==> src/inc/ppc_pkg.sv <==
// Package for the port P / port J pin control block
package ppc_pkg;

  // Register indices (printed offsets are not all multiples of four)
  localparam logic [7:0] PPC_IDX_P_DRIVE  = 8'h1B;
  localparam logic [7:0] PPC_IDX_P_PULL   = 8'h1C;
  localparam logic [7:0] PPC_IDX_P_POL    = 8'h1D;
  localparam logic [7:0] PPC_IDX_P_IRQEN  = 8'h1E;
  localparam logic [7:0] PPC_IDX_P_FLAGS  = 8'h1F;
  localparam logic [7:0] PPC_IDX_J_DATA   = 8'h28;
  localparam logic [7:0] PPC_IDX_J_LEVEL  = 8'h29;
  localparam logic [7:0] PPC_IDX_J_DIR    = 8'h2A;

  // Bus geometry
  localparam int         PPC_ADDR_W       = 8;
  localparam int         PPC_P_W          = 8;
  localparam int         PPC_J_W          = 2;
  localparam int         PPC_J_LSB        = 6;

  // Reset values
  localparam logic [7:0] PPC_RST_P_DRIVE  = 8'h00;
  localparam logic [7:0] PPC_RST_P_PULL   = 8'h00;
  localparam logic [7:0] PPC_RST_P_POL    = 8'h00;
  localparam logic [7:0] PPC_RST_P_IRQEN  = 8'h00;
  localparam logic [7:0] PPC_RST_P_FLAGS  = 8'h00;
  localparam logic [1:0] PPC_RST_J_DATA   = 2'h0;
  localparam logic [1:0] PPC_RST_J_DIR    = 2'h0;

  // AXI responses
  localparam logic [1:0] PPC_RESP_OKAY    = 2'h0;
  localparam logic [1:0] PPC_RESP_SLVERR  = 2'h2;

endpackage : ppc_pkg

==> src/hdl/ppc_top.sv <==
// Port P / port J pin control with edge interrupts, AXI4-Lite slave
// Summary of operation
// RULE1: Drive bit one reduces output strength.
// RULE2: Pull enable acts only on inputs.
// RULE3: Pull enables clear after reset.
// RULE4: Polarity zero: falling edge, pull-up.
// RULE5: Polarity one: rising edge, pull-down.
// RULE6: Per-pin enable masks interrupt request.
// RULE7: Selected edge sets pin flag.
// RULE8: Write one clears flag; zero keeps.
// RULE9: Request when any enabled flag set.
// RULE10: Data read: latch if output, else pin.
// RULE11: Level register reads pins; writes ignored.
// RULE12: Direction bits only for pins 7,6.
// RULE13: Reads may lag direction by two cycles.
// RULE14: Synchronise pins; flags set while masked.
// RULE15: Registers always accessible; unused bits zero.
`timescale 1ns/10ps
`default_nettype none

// Two-flop synchroniser for a group of asynchronous pin levels
module ppc_sync2 #(
  parameter int WIDTH = 8
) (
  // Clock and reset
  input  wire logic             aclk,
  input  wire logic             aresetn,
  // Level in, synchronised level out
  input  wire logic [WIDTH-1:0] async_in,
  output logic [WIDTH-1:0]      sync_out
);
  import ppc_pkg::*;

  logic [WIDTH-1:0] meta_q;
  logic [WIDTH-1:0] sync_q;

  // Only the second stage is read; the first may be metastable
  always_ff @(posedge aclk) begin
    if (!aresetn) begin
      meta_q <= '0;
      sync_q <= '0;
    end else begin
      meta_q <= async_in;
      sync_q <= meta_q;
    end
  end

  assign sync_out = sync_q;

endmodule : ppc_sync2

module ppc_top (
  // Clock and reset
  input  wire logic                        aclk,
  input  wire logic                        aresetn,
  // AXI4-Lite write address
  input  wire logic [ppc_pkg::PPC_ADDR_W+1:0] s_axi_awaddr,
  input  wire logic [2:0]                  s_axi_awprot,
  input  wire logic                        s_axi_awvalid,
  output logic                             s_axi_awready,
  // AXI4-Lite write data
  input  wire logic [31:0]                 s_axi_wdata,
  input  wire logic [3:0]                  s_axi_wstrb,
  input  wire logic                        s_axi_wvalid,
  output logic                             s_axi_wready,
  // AXI4-Lite write response
  output logic [1:0]                       s_axi_bresp,
  output logic                             s_axi_bvalid,
  input  wire logic                        s_axi_bready,
  // AXI4-Lite read address
  input  wire logic [ppc_pkg::PPC_ADDR_W+1:0] s_axi_araddr,
  input  wire logic [2:0]                  s_axi_arprot,
  input  wire logic                        s_axi_arvalid,
  output logic                             s_axi_arready,
  // AXI4-Lite read data
  output logic [31:0]                      s_axi_rdata,
  output logic [1:0]                       s_axi_rresp,
  output logic                             s_axi_rvalid,
  input  wire logic                        s_axi_rready,
  // Port P pins
  input  wire logic [ppc_pkg::PPC_P_W-1:0] port_p_in,
  input  wire logic [ppc_pkg::PPC_P_W-1:0] port_p_dir,
  output logic [ppc_pkg::PPC_P_W-1:0]      port_p_reduced_drive,
  output logic [ppc_pkg::PPC_P_W-1:0]      port_p_pullup_en,
  output logic [ppc_pkg::PPC_P_W-1:0]      port_p_pulldown_en,
  output logic                             port_p_irq,
  // Port J pins 7:6
  input  wire logic [ppc_pkg::PPC_J_W-1:0] port_j_in,
  output logic [ppc_pkg::PPC_J_W-1:0]      port_j_out,
  output logic [ppc_pkg::PPC_J_W-1:0]      port_j_oe_n
);
  import ppc_pkg::*;

  logic [7:0]         drive_q;
  logic [7:0]         pull_q;
  logic [7:0]         pol_q;
  logic [7:0]         irqen_q;
  logic [7:0]         flags_q;
  logic [1:0]         jdata_q;
  logic [1:0]         jdir_q;
  logic [7:0]         p_sync;
  logic [7:0]         p_prev_q;
  logic [2:0]         prime_q;
  logic [1:0]         j_sync;
  logic [7:0]         edge_raw;
  logic [7:0]         edge_hit;
  logic               aw_held_q;
  logic               w_held_q;
  logic [7:0]         aw_idx_q;
  logic [31:0]        wdata_q;
  logic [3:0]         wstrb_q;
  logic               wr_go;
  logic [7:0]         wr_byte;
  logic               wr_lane0;
  logic [7:0]         rd_idx;
  logic [7:0]         rd_byte;
  logic               rd_hit;
  logic               wr_hit;
  logic [7:0]         clr_mask;
  logic               wr_drive;
  logic               wr_pull;
  logic               wr_pol;
  logic               wr_irqen;
  logic               wr_flags;
  logic               wr_jdata;
  logic               wr_jdir;

  // Port P pin levels cross into the bus clock
  ppc_sync2 #(
    .WIDTH    (PPC_P_W)
  ) u_sync_p (
    .aclk     (aclk),
    .aresetn  (aresetn),
    .async_in (port_p_in),                   // RULE14
    .sync_out (p_sync)
  );

  // Port J pin levels cross into the bus clock
  ppc_sync2 #(
    .WIDTH    (PPC_J_W)
  ) u_sync_j (
    .aclk     (aclk),
    .aresetn  (aresetn),
    .async_in (port_j_in),                   // RULE13
    .sync_out (j_sync)
  );

  // Previous synchronised level for the edge compare
  always_ff @(posedge aclk) begin
    if (!aresetn) begin
      p_prev_q <= 8'h00;
    end else begin
      p_prev_q <= p_sync;
    end
  end

  // Edge compare held off until the pipeline holds real samples,
  // so a pin that idles high gives no false edge after reset
  always_ff @(posedge aclk) begin
    if (!aresetn) begin
      prime_q <= 3'h0;
    end else begin
      prime_q <= {prime_q[1:0], 1'b1};
    end
  end

  // Edge selection per pin
  always_comb begin
    for (int i = 0; i < PPC_P_W; i++) begin
      edge_raw[i] = pol_q[i] ? (p_sync[i] & ~p_prev_q[i])    // RULE5
                             : (~p_sync[i] & p_prev_q[i]);   // RULE4
    end
  end

  assign edge_hit = prime_q[2] ? edge_raw : 8'h00;           // RULE7

  // Write channel capture, address and data in either order
  assign s_axi_awready = !aw_held_q && !s_axi_bvalid;
  assign s_axi_wready  = !w_held_q && !s_axi_bvalid;
  assign wr_go         = aw_held_q && w_held_q && !s_axi_bvalid;

  always_ff @(posedge aclk) begin
    if (!aresetn) begin
      aw_held_q <= 1'b0;
      aw_idx_q  <= 8'h00;
    end else if (s_axi_awvalid && s_axi_awready) begin
      aw_held_q <= 1'b1;
      aw_idx_q  <= s_axi_awaddr[PPC_ADDR_W+1:2];
    end else if (wr_go) begin
      aw_held_q <= 1'b0;
    end
  end

  always_ff @(posedge aclk) begin
    if (!aresetn) begin
      w_held_q <= 1'b0;
      wdata_q  <= 32'h0000_0000;
      wstrb_q  <= 4'h0;
    end else if (s_axi_wvalid && s_axi_wready) begin
      w_held_q <= 1'b1;
      wdata_q  <= s_axi_wdata;
      wstrb_q  <= s_axi_wstrb;
    end else if (wr_go) begin
      w_held_q <= 1'b0;
    end
  end

  assign wr_byte  = wdata_q[7:0];
  assign wr_lane0 = wr_go && wstrb_q[0];

  // Decode of the write index
  always_comb begin
    unique case (aw_idx_q)
      PPC_IDX_P_DRIVE, PPC_IDX_P_PULL, PPC_IDX_P_POL, PPC_IDX_P_IRQEN,
      PPC_IDX_P_FLAGS, PPC_IDX_J_DATA, PPC_IDX_J_LEVEL,
      PPC_IDX_J_DIR: wr_hit = 1'b1;
      default:       wr_hit = 1'b0;
    endcase
  end

  // Write response
  always_ff @(posedge aclk) begin
    if (!aresetn) begin
      s_axi_bvalid <= 1'b0;
      s_axi_bresp  <= PPC_RESP_OKAY;
    end else if (wr_go) begin
      s_axi_bvalid <= 1'b1;
      s_axi_bresp  <= wr_hit ? PPC_RESP_OKAY : PPC_RESP_SLVERR;
    end else if (s_axi_bready) begin
      s_axi_bvalid <= 1'b0;
    end
  end

  // Per-register write strobes, lane 0 carries the byte
  assign wr_drive = wr_lane0 && (aw_idx_q == PPC_IDX_P_DRIVE);
  assign wr_pull  = wr_lane0 && (aw_idx_q == PPC_IDX_P_PULL);
  assign wr_pol   = wr_lane0 && (aw_idx_q == PPC_IDX_P_POL);
  assign wr_irqen = wr_lane0 && (aw_idx_q == PPC_IDX_P_IRQEN);
  assign wr_flags = wr_lane0 && (aw_idx_q == PPC_IDX_P_FLAGS);
  assign wr_jdata = wr_lane0 && (aw_idx_q == PPC_IDX_J_DATA);
  assign wr_jdir  = wr_lane0 && (aw_idx_q == PPC_IDX_J_DIR);

  // Port P drive strength
  always_ff @(posedge aclk) begin
    if (!aresetn) begin
      drive_q <= PPC_RST_P_DRIVE;
    end else if (wr_drive) begin
      drive_q <= wr_byte;                    // RULE15
    end
  end

  // Port P pull enables, all off out of reset
  always_ff @(posedge aclk) begin
    if (!aresetn) begin
      pull_q <= PPC_RST_P_PULL;              // RULE3
    end else if (wr_pull) begin
      pull_q <= wr_byte;
    end
  end

  // Port P polarity, picks edge and pull kind
  always_ff @(posedge aclk) begin
    if (!aresetn) begin
      pol_q <= PPC_RST_P_POL;
    end else if (wr_pol) begin
      pol_q <= wr_byte;
    end
  end

  // Port P interrupt enables
  always_ff @(posedge aclk) begin
    if (!aresetn) begin
      irqen_q <= PPC_RST_P_IRQEN;
    end else if (wr_irqen) begin
      irqen_q <= wr_byte;
    end
  end

  // Clear mask from a one written to the flag register
  assign clr_mask = wr_flags ? wr_byte : 8'h00;  // RULE8

  // Sticky edge flags, a new edge beats a clear
  always_ff @(posedge aclk) begin
    if (!aresetn) begin
      flags_q <= PPC_RST_P_FLAGS;
    end else begin
      flags_q <= (flags_q & ~clr_mask) | edge_hit;  // RULE7 RULE14
    end
  end

  // Port J output latch, bits 7:6 of the byte
  always_ff @(posedge aclk) begin
    if (!aresetn) begin
      jdata_q <= PPC_RST_J_DATA;
    end else if (wr_jdata) begin
      jdata_q <= wr_byte[PPC_J_LSB +: PPC_J_W];  // RULE10
    end
  end

  // Port J direction, bits 7:6 only
  always_ff @(posedge aclk) begin
    if (!aresetn) begin
      jdir_q <= PPC_RST_J_DIR;
    end else if (wr_jdir) begin
      jdir_q <= wr_byte[PPC_J_LSB +: PPC_J_W];   // RULE12
    end
  end

  // Pin-side outputs
  assign port_p_reduced_drive = drive_q & port_p_dir;          // RULE1
  assign port_p_pullup_en     = pull_q & ~port_p_dir & ~pol_q; // RULE2 RULE4
  assign port_p_pulldown_en   = pull_q & ~port_p_dir & pol_q;  // RULE5
  assign port_p_irq           = |(flags_q & irqen_q);          // RULE6 RULE9
  assign port_j_out           = jdata_q;
  assign port_j_oe_n          = ~jdir_q;                       // RULE12

  // Read channel
  assign s_axi_arready = !s_axi_rvalid;
  assign rd_idx        = s_axi_araddr[PPC_ADDR_W+1:2];

  // Read data mux, unused J bits zero
  always_comb begin
    rd_hit  = 1'b1;
    rd_byte = 8'h00;
    unique case (rd_idx)
      PPC_IDX_P_DRIVE: rd_byte = drive_q;
      PPC_IDX_P_PULL:  rd_byte = pull_q;
      PPC_IDX_P_POL:   rd_byte = pol_q;
      PPC_IDX_P_IRQEN: rd_byte = irqen_q;
      PPC_IDX_P_FLAGS: rd_byte = flags_q;
      PPC_IDX_J_DATA:  rd_byte = {(jdir_q & jdata_q) | (~jdir_q & j_sync),
                                  6'h00};    // RULE10 RULE15
      PPC_IDX_J_LEVEL: rd_byte = {j_sync, 6'h00};    // RULE11
      PPC_IDX_J_DIR:   rd_byte = {jdir_q, 6'h00};
      default:         rd_hit  = 1'b0;
    endcase
  end

  always_ff @(posedge aclk) begin
    if (!aresetn) begin
      s_axi_rvalid <= 1'b0;
      s_axi_rdata  <= 32'h0000_0000;
      s_axi_rresp  <= PPC_RESP_OKAY;
    end else if (s_axi_arvalid && s_axi_arready) begin
      s_axi_rvalid <= 1'b1;
      s_axi_rdata  <= {24'h00_0000, rd_byte};
      s_axi_rresp  <= rd_hit ? PPC_RESP_OKAY : PPC_RESP_SLVERR;
    end else if (s_axi_rready) begin
      s_axi_rvalid <= 1'b0;
    end
  end

endmodule : ppc_top

`default_nettype wire

==> config.mk <==
export PLATFORM = sky130hd
export DESIGN_NAME = ppc_top
export DESIGN_NICKNAME = d
export VERILOG_FILES = /design/src/inc/ppc_pkg.sv /design/src/hdl/ppc_top.sv
export SDC_FILE = /design/constraint.sdc
export NUM_CORES = 1
export LEC_CHECK = 0
export BUFFER_PORTS_ARGS = -buffer_cell sky130_fd_sc_hd__buf_2
export CORE_MARGIN = 2
export CORE_UTILIZATION = 40
export DETAILED_ROUTE_END_ITERATION = 16
export PLACE_DENSITY = 0.66
export RECOVER_POWER = 50
export SLEW_MARGIN = 30
export SYNTH_ARGS = -nofsm -noshare
export SYNTH_HDL_FRONTEND = slang
export SYNTH_SLANG_ARGS = --single-unit
export TNS_END_PERCENT = 100
==> constraint.sdc <==
create_clock -name aclk -period 4.09 [get_ports aclk]
set_clock_uncertainty 0.2 [all_clocks]
set_input_delay 0 -clock aclk [delete_from_list [all_inputs] [get_ports aclk]]
set_output_delay 0 -clock aclk [all_outputs]
set_load 0.01 [all_outputs]
==> impl_metrics.tcl <==
set metrics [dict create \
    p_int_mw 1.60 \
    clkPwrFrac_pct 40.0 \
    start_util_pct 41.4 \
    ys_ff_latch 106 \
    yosysSeqAreaShare_pct 44.3 \
    outcome "finished clean" \
    place_ws_ns 1.88 \
    core_area_um2 11600 \
    dp_hpwl_mm 8.24 \
    grt_pass1_vias 4119 \
    yosys.area.top_type "dfxtp_1" \
    crit_slowest_cell "clkinv_1" \
    ys_top_cells_by_area "dfxtp_1, a21oi_1, and2_1" \
    power.density_nw_per_um2 347 \
    vias_per_cell 5.18 \
    grtUsageTotal_pct 18.8 \
    fmax_ghz 0.357 \
    dieArea_um2 12900 \
    regToRegStartpoint "s_axi_bvalid" \
    start_kind "input pin" \
    slew_viol_final 0 \
    netlist_area_um2 4790 \
    setup.worst_path.start "aresetn" \
    synth_cell_types 48 \
    period_share_pct 68.4 \
    synth_common_cells "dfxtp_1, a21oi_1, nand2_1" \
    antenna_left 0 \
    worstMarginPinSlew_ns 0.669 \
    fillCellCount 1068 \
    p_comb_share_pct 9.6 \
    grt-ovfl-total 0 \
    worstPathCellList "dlygate4sd3_1 -> buf_2 -> clkinv_1 -> buf_4 -> a21oi_1 -> dlygate4sd3_1" \
    antenna_found_initial 0 \
    avgSynthCellArea_um2 8.80 \
    synth_cells 544 \
    ctsLongestPathBuffers 2 \
    rsz0062_at_grt "no" \
    clock_sinks 106 \
    drc 0 \
    cts_buffers 9 \
    synth_top_cell_area_share_pct 44.3 \
    final_layout_size_suffix_gt1_share_pct 12.7 \
    h-tree-depth 3 \
    cts_tree "built" \
    async_flop_share_pct 0 \
    place_congestion 0.814 \
    crit_path_end_kind "flip-flop" \
    ys.flop_type "dfxtp_1" \
    clock_latency_ns 0.35 \
    required_ns 4.18 \
    final-setup-viol-count 0 \
    vias 4385 \
    ioPinCount 157 \
    nets 785 \
    vdd_ir_drop_max_v 0.000204 \
    power_mw 2.17 \
    slowest_delay_ns 0.65 \
    synth-edff-count 0 \
    fin_crit_ns 2.80 \
    drt-initial-drc-count 242 \
    max_cap_violations 0 \
    holdWs_ns 0.0213 \
    grt_pass1_wl_mm 19.8 \
    n_antenna_cell 0 \
    crit_path_frequent_cell "dlygate4sd3_1" \
    p_sw_mw 0.565 \
    portBuffers 93 \
    totalWireLength_mm 12.0 \
    die_h_um 113 \
    slew_headroom_pct 55.3 \
    postCtsSetupRepairBufs 0 \
    hold_path_startpoint "s_axi_araddr[6]" \
    synth.most_common_cell "dfxtp_1" \
    dr.pass1.iters 5 \
    syn_to_final_growth_pct 30.5 \
    grt_max_degree 53 \
    critical_path_class "in -> reg" \
    final.setup.tns_ns 0 \
    die_x_um 113 \
    detail_route.wl_per_cell_um 14.2 \
    switching_share_pct 26.1 \
    ys_warn_count 0 \
    worst_slack_ns 1.29 \
    critPathMaxFanout 52 \
    min_path_type "in -> reg" \
    final-hold-violation-count 0 \
    critPathArrivalTime_ns 2.89 \
    clk_pin_slew_ns 0.08 \
    clock-root-buffer "clkbuf_16" \
    row_count 39 \
    seq_power_share_pct 50.4 \
    power_leakage_nw 2.38 \
]
cells in the final DEF (no fill, tap or decap), types with 2 or more instances in the layout:
master	n
dfxtp_1	106
dlygate4sd3_1	77
a21oi_1	69
nand2_1	52
buf_2	51
clkbuf_1	42
and2_1	35
o21ai_0	34
nand3_1	33
conb_1	26
nor2_1	20
nor3b_1	17
inv_1	16
a22o_1	13
o21ai_1	9
o31ai_1	9
clkbuf_16	9
and3b_1	8
mux4_2	7
and2_0	6
mux2i_1	6
nor3_1	6
nand2b_1	6
a22oi_1	4
nand3b_1	4
nor4_4	3
inv_6	3
nor2b_1	2
nor4b_1	2
or3b_2	2
clkinv_8	2
layer usage:
| metal | track usage (%) | vias to the layer above | part of all wire (%) |
|---|---|---|---|
| met1 | 25.1 | 2056 | 46 |
| met5 | 0 | - | 0 |
| met2 | 31.7 | 139 | 47 |
| li1 | - | 2180 | - |
| met4 | 4.72 | 0 | 0.82 |
| met3 | 3.40 | 10 | 5.9 |
final timing paths:
kind | to | slack [ns] | cells after the start
worst min-delay path | s_axi_rdata[6] | 0.02 | 5
worst min register to register | u_sync_p.sync_out[7] | 0.24 | 1
worst max register to register | wdata_q[0] | 1.55 | 6
worst max-delay path | wdata_q[0] | 1.29 | 6
area by class of cell:
type                       count  area (um2)  area share (%)
clock buffer                   9         225            3.61
clock inverter                 7        78.8            1.26
inverter                      17        63.8            1.02
multi-input combinational    393        2390            38.2
sequential                   106        2120            34.0
tap                          143         179            2.86
timing repair buffer         171        1190            19.1
state kept, by name (all words and copies together) (netlist names), 3 cells and up:
register,flops
p_prev_q,8
u_sync_p.sync_out,8
irqen_q,8
pol_q,8
aw_idx_q,8
prime_q,3
pull_q,8
drive_q,8
wdata_q,8
s_axi_rdata,8
flags_q,8
u_sync_p.meta_q,8
worst max-delay path, delay by kind of cell:
kind,cells,cell delay (ns)
buf+inv,5,2.68
compound gates,1,0.20
power groups by stage:
stage | sequential (mW) | clock, mW | combinational (mW)
final | 1.09 | 0.868 | 0.208
after global routing | 1.10 | 0.927 | 0.229
after CTS | 1.09 | 0.884 | 0.205
after detailed placement | 1.11 | 0 | 0.144
after global placement | 1.11 | 0 | 0.140
after floorplan | 1.10 | 0 | 0.121
kinds of logic after synthesis:
kind of cell           count (synthesis)  synth area share [%]
AOI/OAI and AO/OA                    143                  17.0
muxes                                 14                  4.78
DFF                                  106                  44.3
and+or+nand+nor                      210                  25.8
buffers and inverters                 70                  7.92
other                                  1                0.0783
metrics by stage:
| step | std cells | cell area [um2] | util (%) |
|---|---|---|---|
| floorplan | 569 | 4880 | - |
| global placement | 753 | 5220 | 45.1 |
| detailed placement | 753 | 5220 | 45.1 |
| CTS | 846 | 6290 | 54.4 |
| global route | 846 | 6250 | 54.0 |
| finish | 846 | 6250 | 54.0 |
what timing repair did:
item,CTS,global route
resized for setup,0,0
hold endpoints to repair,56,0
hold buffers,77,0
Note: power is estimated with default switching activity, not from simulation.
